<file path="config.mk">
export PLATFORM = sky130hd
export DESIGN_NAME = debug_trap_unit
export DESIGN_NICKNAME = d
export VERILOG_FILES = /design/src/core/debug_trap_unit.v
export VERILOG_INCLUDE_DIRS = /design/src /design/src/core
export SDC_FILE = /design/constraint.sdc
export NUM_CORES = 1
export LEC_CHECK = 0
export BUFFER_PORTS_ARGS = -buffer_cell sky130_fd_sc_hd__buf_2
export CORE_UTILIZATION = 55
export DETAILED_ROUTE_END_ITERATION = 10
export PLACE_DENSITY = 0.77
export SYNTH_ARGS = -nofsm -noshare
export SYNTH_HDL_FRONTEND = slang
export SYNTH_SLANG_ARGS = --single-unit
</file>
<file path="constraint.sdc">
create_clock -name mclk -period 7.6 [get_ports mclk]
set_input_delay 0.76 -clock mclk [delete_from_list [all_inputs] [get_ports mclk]]
set_output_delay 0.76 -clock mclk [all_outputs]
set_load 0.005 [all_outputs]
</file>
<file path="src/core/debug_trap_unit_regs.vh">
// Constants for the debug trap unit: vectors, field positions, reset values, trace store
`ifndef DEBUG_TRAP_UNIT_REGS_VH
`define DEBUG_TRAP_UNIT_REGS_VH

`define DEBUG_VECTOR 32'h00000ff0
`define DEBUG_TRAP_TYPE 8'hff
`define DEBUG_TRAP_PRIORITY 4'h2
`define TRACE_BASE 32'h0000ff40
`define TRACE_DEPTH 16

// Debug control word fields
`define CTL_SS 4
`define CTL_INSTR_BREAK_ENABLE_ONE 5
`define CTL_INSTR_BREAK_ENABLE_TWO 6
`define CTL_BG 9
`define CTL_BREAK_WHEN_TRAPS_DISABLED 10
`define CTL_SWF 13
`define CTL_US1 14
`define CTL_US2 15
`define CTL_RESET 32'h00000400

// Debug status word fields
`define STS_MODE 1
`define STS_EB 6
`define STS_PET 8
`define STS_PPS 9
`define STS_PTR_LO 12
`define STS_PTR_HI 15

`endif

</file>
<file path="src/core/debug_trap_unit.v">
// Debug trap unit: mode strap, break sources, state save/restore, PC trace
`timescale 1ns/1ns
`include "debug_trap_unit_regs.vh"

// Operation
// - Latched mode bit reads 0 for debug mode, 1 for normal mode.
// - Strap captured at reset release; software cannot change it until reset.
// - Normal mode disables all breaks and gates the unit's logic off; control word writes still take effect here.
// - Strap and break both low at release jump directly to debug vector.
// - Software flag clears on reset and keeps whatever software writes.
// - Break pin falling edge sets external-break flag and starts async trap.
// - Break pin ignored in normal mode and while debug routine runs.
// - PC match with privilege and enable gives a trap before execution.
// - Single step traps after each instruction except return and state writes.
// - Software break instruction traps only while mode bit reads 0.
// - Debug traps have priority 2, below only reset.
// - Every debug trap uses type 255 and the fixed vector.
// - Traps disabled: hardware/external breaks need break-when-disabled; software always.
// - Debug traps run supervisor only and never nest.
// - With routine active, no debug trap is raised, not even for the software break instruction.
// - Entry saves trap-enable and supervisor, sets active; type 255 for software.
// - Jump-link plus trap-return while active clears it and restores bits.
// - Saved supervisor and trap-enable read at status bits 9 and 8.
// - Debug-active pin follows the routine-active bit; marks uncached accesses.
// - Debug trap decrements the current window pointer like any trap.
// - Debug mode records each fetch address outside the routine in a 16-entry cyclic store.
// - Pointer marks newest entry; its address is pointer<<2 ORed with base.
// - External-break flag reads 1 after a break; writing 0 clears it.
// - Trace pointer sits read-only in status bits 15 to 12.
module debug_trap_unit (
    // Clock and reset
    input wire mclk,
    input wire reset_n,
    // Pins
    input wire debug_enable_strap_n,
    input wire external_break_pin_n,
    output reg debug_active_pin,
    // Core pipeline view
    input wire fetch_valid,
    input wire [31:0] fetch_addr,
    input wire issue_valid,
    input wire [31:0] issue_pc,
    input wire retire_valid,
    input wire retire_no_step,
    input wire software_break_instr,
    input wire trap_return_instr,
    input wire trap_enable_bit,
    input wire prior_supervisor_state,
    input wire supervisor_state,
    input wire [4:0] current_window_pointer,
    // Software control word
    input wire ctl_write,
    input wire [31:0] ctl_wdata,
    input wire status_write,
    input wire [31:0] status_wdata,
    input wire [31:0] instr_break_addr_one,
    input wire [31:0] instr_break_addr_two,
    // Trace store read port
    input wire [3:0] trace_rd_index,
    output reg [31:0] trace_rd_data,
    // Trap request to the core
    output reg trap_req,
    output reg trap_before_exec,
    output reg [31:0] trap_vector,
    output reg [7:0] trap_type,
    output reg trap_type_write,
    output reg [3:0] trap_priority,
    output reg [4:0] new_window_pointer,
    output reg restore_req,
    output reg restore_trap_enable,
    output reg restore_supervisor,
    output reg boot_debug_jump,
    // Register views
    output reg [31:0] debug_control_register,
    output reg [31:0] debug_status_register
);

////////////////////////////////////////////////////////////////////////////////
// Reset release

reg rst_meta_reg;
reg rst_sync_reg;
wire rst_n = rst_sync_reg;

always @(posedge mclk or negedge reset_n) begin
    if (!reset_n) begin
        rst_meta_reg <= 1'b0;
        rst_sync_reg <= 1'b0;
    end else begin
        rst_meta_reg <= 1'b1;
        rst_sync_reg <= rst_meta_reg;
    end
end

////////////////////////////////////////////////////////////////////////////////
// Mode strap capture

reg strap_done_reg;
reg latched_debug_mode_bit;
wire debug_mode = strap_done_reg && !latched_debug_mode_bit;
// Clock gate stand-in: break sources and trace store idle in normal mode
wire unit_on = debug_mode;

// Strap taken once, at the first edge after release
always @(posedge mclk or negedge rst_n) begin
    if (!rst_n) begin
        strap_done_reg <= 1'b0;
        latched_debug_mode_bit <= 1'b1;
    end else if (!strap_done_reg) begin
        strap_done_reg <= 1'b1;
        latched_debug_mode_bit <= debug_enable_strap_n;
    end
end

////////////////////////////////////////////////////////////////////////////////
// Break pin synchroniser and edge

reg brk_meta_reg;
reg brk_sync_reg;
reg brk_prev_reg;

always @(posedge mclk or negedge rst_n) begin
    if (!rst_n) begin
        brk_meta_reg <= 1'b1;
        brk_sync_reg <= 1'b1;
        brk_prev_reg <= 1'b1;
    end else begin
        brk_meta_reg <= external_break_pin_n;
        brk_sync_reg <= brk_meta_reg;
        brk_prev_reg <= brk_sync_reg;
    end
end

wire brk_fall = brk_prev_reg && !brk_sync_reg;

////////////////////////////////////////////////////////////////////////////////
// Control state

reg ss_reg;
reg instr_break_enable_one_reg;
reg instr_break_enable_two_reg;
reg break_when_traps_disabled_reg;
reg swf_reg;
reg us1_reg;
reg us2_reg;
reg debug_routine_active;
reg saved_trap_enable;
reg saved_supervisor_bit;
reg external_break_flag;
reg boot_pending_reg;
reg [3:0] trace_pointer;

// Hardware and external breaks need traps on, or break-when-disabled
wire hw_allowed = trap_enable_bit || break_when_traps_disabled_reg;
wire idle = unit_on && !debug_routine_active;

wire ext_hit = idle && hw_allowed && brk_fall;
wire ia1_hit = instr_break_enable_one_reg && (issue_pc[31:2] == instr_break_addr_one[31:2]) &&
               (supervisor_state == us1_reg);
wire ia2_hit = instr_break_enable_two_reg && (issue_pc[31:2] == instr_break_addr_two[31:2]) &&
               (supervisor_state == us2_reg);
wire ia_hit = idle && hw_allowed && issue_valid && (ia1_hit || ia2_hit);
wire ss_hit = idle && hw_allowed && ss_reg && retire_valid && !retire_no_step;
// Software break honoured regardless of trap enable; entry still blocked while a routine is active
wire sw_hit = unit_on && software_break_instr;
wire boot_hit = boot_pending_reg && unit_on;
wire take = ext_hit || ia_hit || ss_hit || sw_hit || boot_hit;
// Returning from the routine
wire ret_hit = debug_routine_active && trap_return_instr;

// Software control fields
always @(posedge mclk or negedge rst_n) begin
    if (!rst_n) begin
        ss_reg <= 1'b0;
        instr_break_enable_one_reg <= 1'b0;
        instr_break_enable_two_reg <= 1'b0;
        break_when_traps_disabled_reg <= 1'b1;
        swf_reg <= 1'b0;
        us1_reg <= 1'b0;
        us2_reg <= 1'b0;
    end else if (ctl_write) begin
        ss_reg <= ctl_wdata[`CTL_SS];
        instr_break_enable_one_reg <= ctl_wdata[`CTL_INSTR_BREAK_ENABLE_ONE];
        instr_break_enable_two_reg <= ctl_wdata[`CTL_INSTR_BREAK_ENABLE_TWO];
        break_when_traps_disabled_reg <= ctl_wdata[`CTL_BREAK_WHEN_TRAPS_DISABLED];
        swf_reg <= ctl_wdata[`CTL_SWF];
        us1_reg <= ctl_wdata[`CTL_US1];
        us2_reg <= ctl_wdata[`CTL_US2];
    end
end

// Strap and break pin both low at release: monitor entry instead of address zero
always @(posedge mclk or negedge rst_n) begin
    if (!rst_n) begin
        boot_pending_reg <= 1'b0;
    end else if (!strap_done_reg) begin
        boot_pending_reg <= !debug_enable_strap_n && !external_break_pin_n;
    end else if (boot_hit) begin
        boot_pending_reg <= 1'b0;
    end
end

// Set wins over a simultaneous software clear
always @(posedge mclk or negedge rst_n) begin
    if (!rst_n) begin
        external_break_flag <= 1'b0;
    end else if (ext_hit || boot_hit) begin
        external_break_flag <= 1'b1;
    end else if (status_write && !status_wdata[`STS_EB]) begin
        external_break_flag <= 1'b0;
    end
end

// Routine state; a second trap cannot overwrite the saved copies
always @(posedge mclk or negedge rst_n) begin
    if (!rst_n) begin
        debug_routine_active <= 1'b0;
        saved_trap_enable <= 1'b0;
        saved_supervisor_bit <= 1'b0;
    end else if (take && !debug_routine_active) begin
        saved_trap_enable <= trap_enable_bit;
        saved_supervisor_bit <= prior_supervisor_state;
        debug_routine_active <= 1'b1;
    end else if (ret_hit) begin
        debug_routine_active <= 1'b0;
    end
end

////////////////////////////////////////////////////////////////////////////////
// Trap request outputs

always @(posedge mclk or negedge rst_n) begin
    if (!rst_n) begin
        trap_req <= 1'b0;
        trap_before_exec <= 1'b0;
        trap_vector <= 32'h00000000;
        trap_type <= 8'h00;
        trap_type_write <= 1'b0;
        trap_priority <= 4'h0;
        new_window_pointer <= 5'h00;
        boot_debug_jump <= 1'b0;
    end else begin
        // Nested entry blocked while a routine is live
        trap_req <= take && !debug_routine_active;
        trap_before_exec <= ia_hit;
        trap_vector <= `DEBUG_VECTOR;
        trap_type <= `DEBUG_TRAP_TYPE;
        trap_type_write <= sw_hit && !debug_routine_active;
        trap_priority <= `DEBUG_TRAP_PRIORITY;
        new_window_pointer <= current_window_pointer - 5'h01;
        boot_debug_jump <= boot_hit;
    end
end

// Return path and routine pin
always @(posedge mclk or negedge rst_n) begin
    if (!rst_n) begin
        restore_req <= 1'b0;
        restore_trap_enable <= 1'b0;
        restore_supervisor <= 1'b0;
        debug_active_pin <= 1'b0;
    end else begin
        restore_req <= ret_hit;
        restore_trap_enable <= saved_trap_enable;
        restore_supervisor <= saved_supervisor_bit;
        // One cycle behind the bit, a flop as every output must be
        debug_active_pin <= debug_routine_active;
    end
end

////////////////////////////////////////////////////////////////////////////////
// PC trace store

reg [31:0] trace_mem [0:`TRACE_DEPTH-1];
wire trace_we = unit_on && !debug_routine_active && fetch_valid;
// Kept at four bits so the step past entry 15 wraps to entry 0
wire [3:0] trace_wr_index = trace_pointer + 4'h1;

always @(posedge mclk or negedge rst_n) begin
    if (!rst_n) begin
        trace_pointer <= 4'hf;
    end else if (trace_we) begin
        trace_pointer <= trace_pointer + 4'h1;
    end
end

genvar gi;
generate
    for (gi = 0; gi < `TRACE_DEPTH; gi = gi + 1) begin : trace_entry
        always @(posedge mclk) begin
            if (trace_we && (trace_wr_index == gi)) begin
                trace_mem[gi] <= fetch_addr;
            end
        end
    end
endgenerate

always @(posedge mclk or negedge rst_n) begin
    if (!rst_n) begin
        trace_rd_data <= 32'h00000000;
    end else begin
        trace_rd_data <= trace_mem[trace_rd_index];
    end
end

////////////////////////////////////////////////////////////////////////////////
// Register views

// Views assembled field by field; reserved bits stay zero
reg [31:0] ctl_view_next;
reg [31:0] status_view_next;

always @* begin
    ctl_view_next = 32'h00000000;
    ctl_view_next[`CTL_SS] = ss_reg;
    ctl_view_next[`CTL_INSTR_BREAK_ENABLE_ONE] = instr_break_enable_one_reg;
    ctl_view_next[`CTL_INSTR_BREAK_ENABLE_TWO] = instr_break_enable_two_reg;
    ctl_view_next[`CTL_BG] = debug_routine_active;
    ctl_view_next[`CTL_BREAK_WHEN_TRAPS_DISABLED] = break_when_traps_disabled_reg;
    ctl_view_next[`CTL_SWF] = swf_reg;
    ctl_view_next[`CTL_US1] = us1_reg;
    ctl_view_next[`CTL_US2] = us2_reg;
end

always @* begin
    status_view_next = 32'h00000000;
    status_view_next[`STS_MODE] = latched_debug_mode_bit;
    status_view_next[`STS_EB] = external_break_flag;
    status_view_next[`STS_PET] = saved_trap_enable;
    status_view_next[`STS_PPS] = saved_supervisor_bit;
    status_view_next[`STS_PTR_HI:`STS_PTR_LO] = trace_pointer;
end

// Reset value matches the pointer's reset, so no step at release
always @(posedge mclk or negedge rst_n) begin
    if (!rst_n) begin
        debug_control_register <= `CTL_RESET;
        debug_status_register <= 32'h0000f002;
    end else begin
        debug_control_register <= ctl_view_next;
        debug_status_register <= status_view_next;
    end
end

endmodule

</file>
==> results of run 1 <==
## power by group through the flow
stage / sequential [W] / clock (W) / combinational, W
2_1_floorplan: 0.00382 / 0 / 0.000345
3_3_place_gp: 0.00382 / 0 / 0.000564
3_5_place_dp: 0.00383 / 0 / 0.000579
4_1_cts: 0.00376 / 0.00266 / 0.000584
5_1_grt: 0.00378 / 0.00277 / 0.000624
6_report: 0.00376 / 0.00261 / 0.000576
## routing by layer
layer | vias up | GRT usage [%]
met1 | 5712 | 30.20
met3 | 77 | 4.750
met4 | 4 | 5.816
met2 | 554 | 39.06
met5 | - | 0
li1 | 4623 | -
## critical path: cells and delay by family, from the launching register on
| kind | cells | cell delay, ns |
|---|---|---|
| simple gates | 5 | 1.36 |
| buf+inv | 1 | 0.58 |
| flops | 1 | 0.66 |
## synth_stat cells (8+ instances only)
master                     number  area [um^2]
sky130_fd_sc_hd__buf_2         12        60.06
sky130_fd_sc_hd__buf_4         98        735.7
sky130_fd_sc_hd__clkbuf_1      21        78.83
sky130_fd_sc_hd__dfrtp_1       66         1652
sky130_fd_sc_hd__dfstp_2       15        394.1
sky130_fd_sc_hd__edfxtp_1     512        15370
sky130_fd_sc_hd__mux2_2         8        90.09
sky130_fd_sc_hd__mux4_2       160         3603
sky130_fd_sc_hd__nand2_1       10        37.54
sky130_fd_sc_hd__nand4_1       17        106.4
sky130_fd_sc_hd__nor2_1        19        71.32
sky130_fd_sc_hd__xnor2_1       64        560.5
## kinds of logic after synthesis
logic type                 Yosys count
muxes                              171
adders and majority gates            6
AOI/OAI and AO/OA                   18
xor gates and xnor gates            68
and+or+nand+nor                     64
other                                2
DFF                                593
buffers and inverters              138
## layout make-up
type / instances / share of cell area [%]
sequential: 593 / 65.76
clock inverter: 17 / 0.4203
multi-input combinational: 404 / 20.07
clock buffer: 86 / 6.068
antenna: 3 / 0.02833
timing repair buffer: 254 / 5.067
tap: 532 / 2.512
inverter: 5 / 0.07083
## final timing paths
path                                               endpoint              startpoint
min in group mclk                    brk_meta_reg$_DFF_PN1_    external_break_pin_n
worst max-delay path            trace_mem[13][17]$_DFFE_PP_  trap_type[0]$_DFF_PN0_
worst min register to register  trace_rd_data[27]$_DFF_PN0_         rst_n$_DFF_PN0_
max in group asynchronous       trace_rd_data[10]$_DFF_PN0_         rst_n$_DFF_PN0_
worst min-delay path            trace_rd_data[27]$_DFF_PN0_         rst_n$_DFF_PN0_
worst max register to register  trace_mem[13][17]$_DFFE_PP_  trap_type[0]$_DFF_PN0_
## placed cells by master, fill, tap and decap left out, types with 3 or more instances in the layout
cell type,instances
sky130_fd_sc_hd__nor2_1,3
sky130_fd_sc_hd__clkbuf_16,58
sky130_fd_sc_hd__conb_1,77
sky130_fd_sc_hd__clkbuf_1,21
sky130_fd_sc_hd__inv_1,4
sky130_fd_sc_hd__xor2_1,4
sky130_fd_sc_hd__nand2_1,10
sky130_fd_sc_hd__buf_4,23
sky130_fd_sc_hd__ha_1,6
sky130_fd_sc_hd__and2_1,4
sky130_fd_sc_hd__mux4_2,160
sky130_fd_sc_hd__buf_2,229
sky130_fd_sc_hd__dfrtp_1,65
sky130_fd_sc_hd__clkinv_2,6
sky130_fd_sc_hd__dfstp_2,15
sky130_fd_sc_hd__nor2_4,16
sky130_fd_sc_hd__o21ai_1,6
sky130_fd_sc_hd__nand4_1,17
sky130_fd_sc_hd__clkbuf_8,5
sky130_fd_sc_hd__edfxtp_1,512
sky130_fd_sc_hd__clkbuf_4,3
sky130_fd_sc_hd__clkinv_1,7
sky130_fd_sc_hd__nor4_2,3
sky130_fd_sc_hd__xnor2_1,64
sky130_fd_sc_hd__a21oi_1,3
sky130_fd_sc_hd__nor2b_1,3
sky130_fd_sc_hd__diode_2,3
sky130_fd_sc_hd__mux2_2,8
## through the flow
step	total power (W)	hold WS [ns]	instance area, um^2
finish	0.006947	0.2892	26500
global route	0.007172	0.2890	26490
CTS	0.007005	0.2803	26490
detailed placement	0.004409	0.3283	24760
global placement	0.004388	0.3216	24760
floorplan	0.004162	0.3312	23520
## what timing repair did
item / in CTS / in global routing
endpoints found under the setup margin: 0 / 0
resized for setup: 0 / 0
setup buffers: 0 / 0
hold buffers: 1 / 0
hold endpoints to repair: 2 / 0
==> results.txt, run 1 <==
Worst clock skew: 0.02353 ns. Area share of xor/xnor cells in the synthesized design: 2.563%. The floorplan step defined a die boundary enclosing 43070 um^2. The setup TNS came out at 0 ns. For the post-synthesis cell type count, the log shows 41.

After Yosys synthesis, and, or, nand and nor cells account for 1.567% of the synthesized area. After detailed routing, the total wire length is 48530 um. The first TritonRoute pass finished after 5 iterations.

In this run, synthesis inferred 512 flip-flops with an integrated enable. Clock-pin slew was measured on the worst setup and hold paths at 0.06 ns. The highest layer touched by signal routing is met5. For this run, the leading register cell type out of synthesis is sky130_fd_sc_hd__edfxtp_1.

The run finished with clean final reports. Walking the worst path, the cells encountered are nor2b_2 > nor2b_1 > and2_1 > nand2_1 > nor2_4 > buf_4. The number of vias in the routed layout was 10970. The worst setup path is captured at a register.

Internal power component: 0.005421 W. The post-synthesis adder-cell area fraction was 0.3231%. For the number of global-route vias before repair, the log shows 11308. The tools report the maximum number of buffers from clock root to sink as 3.

The required time of the critical path came out at 7.81 ns. Measured in cells, the most critical reg-to-reg path has a length of 6. The detailed-route DRC error count came out at 0. The sum of met3 wire segment lengths after detailed routing was 3966 um.

In this run the count of I/O pins placed on the die edge is 369. The CTS sink count is 593. Final instance count without filler cells: 1894.

The ratio of routed vias to standard cells was 5.792; the synthesized netlist cell count was 1060. The post-DP HPWL is 24840 um, and the worst-path maximum fanout is 32. TritonCTS built the clock tree. In this run the worst hold path is classified as register to asynchronous set/reset pin. Of the total power, combinational logic draws 8.3%.

The width of the chip came out at 207.5 um. After synthesis, the largest family of logic cells by area is multiplexers. The proportion of register bits with asynchronous set or reset after synthesis was 13.66%; the number of warnings printed during yosys synthesis was 0.

Max-cap violations in this run came to 0. The final worst-path cycle share works out to 39.47%. For flop-to-flop paths, the worst setup slack is 4.60 ns.

After detailed routing, the met2 layer carries 24940 um of wire. The maximum cell stage delay along the critical path works out to 0.66 ns. A synthesized cell averages 21.92 um^2.

The number of placed instances, taps included, is 1787. The startpoint class of the critical path is a register. In this run the clock root is driven by a sky130_fd_sc_hd__clkbuf_16. For this run, the top clock speed supported by timing is 333.4 MHz. The final estimated routing congestion in global placement was 0.9250; the switching portion of total power was 21.97%.

Flip-flop count of the largest register after layout: 512. The tools report the setup slack of the critical path after layout as 4.601 ns. The multi-input combinational cell area is 5318 um^2.

The largest registers in the layout are trace_mem x512, trace_rd_data x32. The global router's overall resource usage is 22.85%. The overflow left after global routing was 0.

The critical path class was register to register. Share of layout cells above drive strength 1: 39.66%. The logs give 690 for the number of DRC violations after detailed-routing iteration 0 and 21.40% for the max-slew headroom at the worst pin. In this run the tool buffered the top-level ports with 231 buffer cells. The logs give 64.16% for the utilization of the core after routing and 2666 for the count of fill cells added during filler insertion.

The wire length per cell after detailed routing was 25.62 um. Relative to the synthesized area, the layout overhead comes to 14.02%. The pin slew with the least headroom to its limit is 1.179 ns, and the number of failing hold endpoints at the final stage is 0. The initialized floorplan defines 74 standard-cell rows. Summing the areas of all compound-gate instances in the mapped netlist gives 0.6354% of the synthesized area. The minimum clock period came out at 2.999 ns. The floorplan step set the die height to 207.5 um. The run gives 0 as the count of antenna-violating nets left after detailed routing. The number of antenna violations at the first check in global routing is 5, and the cell area after technology mapping is 23240 um^2. In the final routing, the length of wire on met1 measures 18670 um. At the later pin of the worst-skew pair, clock insertion delay measures 0.59 ns.

For this run, the register share of the synthesized area comes to 74.97%. Measured against the total synthesized area, the mux share comes to 16.03%. Setup repair after global routing left no endpoint under its margin.

The initial core utilization was 56.27%; the power density over the cells was 262.2 nW/um^2. The run gives 41290 um^2 as the floorplan core area. After synthesis the netlist holds a flip-flop and latch count of 593. The largest register by flop count is trace_mem. The number of max-slew violations in the final report was 0. Slowest cell on the critical path: sky130_fd_sc_hd__dfrtp_1.

Summed over all cells, the static leakage comes to 9.122 nW. The run gives 56 as the TritonCTS buffer count. The signal arrival time at the worst endpoint was 3.21 ns. Summing all flip-flop and latch instances after layout gives 17420 um^2. The clock network burns 37.6% of the power. Setup violations remaining at the end of the flow were counted as 0. The net count of the finished layout is 1536. The run gives 4.114 ns as the worst setup slack before clock tree synthesis. The logs give 2 for the maximum level of the CTS H-tree and 54.2% for the sequential share of power. The first global-routing pass estimated 71440 um of wire. The logs give 80 for the maximum number of pins on one net before global-route repair and 0.0002044 V for the highest ir drop seen on vdd. In this run the power spent charging and discharging nets is 0.001527 W.
No activity file was read; power rests on OpenSTA's default activity.
==> run 2, diff against run 1 <==
- ABC_AREA: not set -> 1
- CORE_UTILIZATION: 55 -> 52
- PLACE_DENSITY: 0.77 -> 0.76
- clock period: 7.6 -> 2.6 ns (I/O delays scaled with it)
==> run 2 against run 1 <==
Synthesized cell count grew 79%. Non-clock buffer count rose by 72. Sequential power grew to 2.9 times the previous value. Clock skew is 0.0011 ns higher. Register-to-register slack got worse by 4.3 ns. Clock-buffer cell count decreased by 12. Combinational power rose to 3.3 times the previous value. Routed wire length is 18% higher. Hold slack lost 0.26 ns. Power grew to 3.1 times the previous value. Flip-flop and latch count unchanged. First-iteration DRC count up 110%. Largest cell class unchanged. Largest power group unchanged.
==> results.txt, run 2 <==
The flow ran to the end, and the final reports show no timing, DRC or antenna violations. The count of fill cells added during filler insertion is 3412 (+28%), and the count of standard-cell rows is 79 (+6.8%). The number of vias in the routed layout was 15356 (+40%); the count of antenna-violating nets left after detailed routing was 0 (unchanged). For the global-route wire length before repair, the log shows 86640 um (+21%).

The run gives 15147 (+34%) as the number of global-route vias before repair. The number of top-level pins is 369 (unchanged), and the wire length per cell after detailed routing is 20.14 um (-21%). The tools report the TritonCTS buffer count as 56 (unchanged). The initial core utilization was 53.10% (-3.2 points). By count the netlist is led by 512 x sky130_fd_sc_hd__edfxtp_1, 232 x sky130_fd_sc_hd__inv_1, 200 x sky130_fd_sc_hd__nand2_1. The slowest stage of the critical path is the sky130_fd_sc_hd__buf_4 cell.

The path class of the tightest hold or removal check is input port to register. The logs give 2 (unchanged) for the maximum level of the CTS H-tree and 0 (unchanged) for the count of endpoints failing setup in the final report. The pin slew with the least headroom to its limit was 0.7936 ns (-0.3854 ns); the sequential fraction of the synthesis area was 69.87% (-5.1 points). The static leakage came out at 11.55 nW (+27%). The clock-pin slew reported for the worst setup and hold paths after clock tree synthesis was 0.06 ns (about the same); the post-cts sizing count was 0 (unchanged). The tools report the maximum number of pins on one net before global-route repair as 129 (+61%). The number of warnings printed during yosys synthesis is 0 (unchanged), and the number of DRC violations after detailed-routing iteration 0 is 1465 (+110%).

The post-DP HPWL came out at 34390 um (+38%). The post-synthesis cell type with the largest combined area is sky130_fd_sc_hd__edfxtp_1. The y dimension of the die was 221.0 um (+6.5%); the area growth from synthesis to layout was 16.18%.

The maximum cell stage delay along the critical path was 0.39 ns (-0.27 ns). For the first-pass detailed-route iteration total, the log shows 6 (+1). The die outline area was 48830 um^2 (+13%).

For the detailed-route DRC error count, the log shows 0 (unchanged). The tools report the worst clock skew as 0.02466 ns (+0.001130 ns). The most frequent cell on the critical path was sky130_fd_sc_hd__nand2_1. The worst setup path is launched from a register. For this run, the leading register cell type out of synthesis is sky130_fd_sc_hd__edfxtp_1. The overflow left after global routing was 0 (unchanged); the count of buffers inserted at the top-level ports was 231 (unchanged). The run gives 2832 (+50%) as the final instance count without filler cells. trace_mem holds more flip-flops than any other register.

Clock tree synthesis selected as its root buffer the cell sky130_fd_sc_hd__clkbuf_16. The width of the chip is 221.0 um (+6.5%), and the synthesized netlist cell count is 1899 (+79%). The final worst-path cycle share was 88.63% (+49 points). The run gives 0 (unchanged) as the number of max-slew violations in the final report. The ratio of routed vias to standard cells came out at 5.422 (-6.4%). The per-instance average area after synthesis was 13.13 um^2 (-40%); the required time of the critical path was 2.86 ns (-4.95 ns). The flip-flop and latch count after synthesis is 593 (unchanged), and the number of failing hold endpoints at the final stage is 0 (unchanged). The logs give 57050 um (+18%) for the final wirelength and 593 (unchanged) for the CTS sink count. The highest ir drop seen on vdd was 0.0005869 V (+190%); the minimum clock period was 2.304 ns (-0.6951 ns). Clock network latency to the later pin of the worst-skew pair: 0.62 ns (+0.03 ns).

TritonCTS built the clock tree. The post-synthesis cell type count is 30 (-27%). The tools report the setup TNS as 0 ns (unchanged). The run gives 47.10% (+26 points) as the max-slew headroom at the worst pin.

The flip-flop count of the largest register after layout is 512 (unchanged), and the final estimated routing congestion in global placement is 0.8577 (-7.3%). The run gives 2394 (+56%) as the number of nets in the final layout. For the signal arrival time at the worst endpoint, the log shows 2.56 ns (-0.65 ns).

The floorplan core area came out at 46950 um^2 (+14%). The library cells used most frequently in the layout, excluding fill and tap cells, are 512 x sky130_fd_sc_hd__edfxtp_1, 232 x sky130_fd_sc_hd__inv_1, 229 x sky130_fd_sc_hd__buf_2, 200 x sky130_fd_sc_hd__nand2_1, 143 x sky130_fd_sc_hd__o21ai_0. For the number of antenna violations at the first check in global routing, the log shows 7 (+2). The upper clock frequency limit was 434.0 MHz (+30%). The most common cell in the synthesized netlist is sky130_fd_sc_hd__edfxtp_1. The global router's overall resource usage was 23.19% (+0.35 points); the share of layout cells above drive strength 1 was 18.47% (-21 points). The worst setup path is of the register to register kind.

The power density over the cells was 739.5 nW/um^2 (+180%). The type of destination of the critical path is a register. Walking the worst path, the cells encountered are inv_1 > nand2_1 > nor2_1 > nand2_1 > inv_1 > nand2_1 > nor2_4 > buf_4. The number of enable flip-flop cells after synthesis works out to 512 (unchanged).

The worst-path maximum fanout is 21 (-34%), and the number of cells in the design after placement is 2677 (+50%). The tools report the total of max-cap violations as 0 (unchanged). Yosys attributes the largest share of cell area to sky130_fd_sc_hd__edfxtp_1 62%, sky130_fd_sc_hd__dfrtp_1 6.6%, sky130_fd_sc_hd__mux2i_1 5.1%. The run gives 61.69% (-2.5 points) as the utilization of the core after routing.

The largest registers in the layout are trace_mem x512, trace_rd_data x32. The maximum number of buffers from clock root to sink is 3 (unchanged), and the proportion of register bits with asynchronous set or reset after synthesis is 13.66% (unchanged). The library cell used most frequently in the layout, excluding fill and tap cells, is sky130_fd_sc_hd__edfxtp_1. The area share of the largest cell type after synthesis works out to 61.67% (-4.5 points). Setup repair after global routing left no endpoint under its margin. The cell area after technology mapping is 24930 um^2 (+7.3%).
-- run 2: cell type report --
type | count | area, um^2 | area share [%]
antenna | 5 | 12.51 | 0.04319
clock buffer | 74 | 1559 | 5.382
clock inverter | 32 | 424.2 | 1.464
inverter | 234 | 880.8 | 3.041
multi-input combinational | 961 | 5689 | 19.64
sequential | 593 | 17420 | 60.15
tap | 607 | 759.5 | 2.622
timing repair buffer | 326 | 2217 | 7.654
-- run 2: cells by family after synthesis --
kind of cell | share of synthesized area [%]
flops | 69.87
compound gates | 9.962
buf+inv | 8.918
simple gates | 4.532
mux | 5.365
xor+xnor | 1.019
fa+ha+maj | 0.3011
other cells | 0.03012
-- run 2: where the power goes --
part	total, W	switching, W	internal [W]
clock network	0.00863	0.00350	0.00512
registers	0.0109	0.000160	0.0107
logic	0.00190	0.00125	0.000652
total	0.0214	0.00491	0.0165
-- run 2: worst max-delay path: cells and delay by family, from the launching register on --
kind | cells | cell delay, ns
buffers and inverters | 3 | 0.68
DFF | 1 | 0.38
and+or+nand+nor | 5 | 0.88
-- run 2: worst paths after layout --
| kind | startpoint | end | slack [ns] | depth (start not counted) |
|---|---|---|---|---|
| max | latched_debug_mode_bit$_DFFE_PN1N_ | trace_mem[0][2]$_DFFE_PP_ | 0.30 | 8 |
| min | fetch_addr[22] | trace_mem[5][22]$_DFFE_PP_ | 0.03 | 1 |
| max reg2reg | latched_debug_mode_bit$_DFFE_PN1N_ | trace_mem[0][2]$_DFFE_PP_ | 0.30 | 8 |
| min reg2reg | rst_meta_reg$_DFF_PN0_ | rst_n$_DFF_PN0_ | 0.35 | 0 |
| max in group asynchronous | rst_n$_DFF_PN0_ | trace_rd_data[20]$_DFF_PN0_ | 1.44 | 1 |
| min in group asynchronous | rst_n$_DFF_PN0_ | trace_rd_data[30]$_DFF_PN0_ | 0.43 | 0 |
-- run 2: per-layer routing --
metal  wire (um)  GRT usage [%]  part of all wire (%)  up-vias
met3        4010          4.169                   7.0      130
met1       22390          29.29                    39     7383
met5          23              0                 0.040        -
li1            -              -                     -     7102
met2       28460          39.36                    50      737
met4        2168          10.11                   3.8        4
-- run 2: per-stage QoR --
stage | area [um^2] | power (W) | setup slack (ns) | hold WS, ns
3_3_place_gp | 26530 | 0.01287 | 0.2880 | 0.04502
5_1_grt | 28970 | 0.02212 | 0.1173 | 0.02558
4_1_cts | 28950 | 0.02156 | 0.2678 | 0.002176
3_5_place_dp | 26530 | 0.01293 | 0.3120 | 0.04794
6_report | 28970 | 0.02142 | 0.2956 | 0.03268
2_1_floorplan | 25210 | 0.01214 | -0.4384 | -0.03559
-- run 2: what timing repair did --
action                    in CTS  in global routing
setup buffers                  0                  0
hold endpoints to repair     162                  0
hold buffers                  44                  0
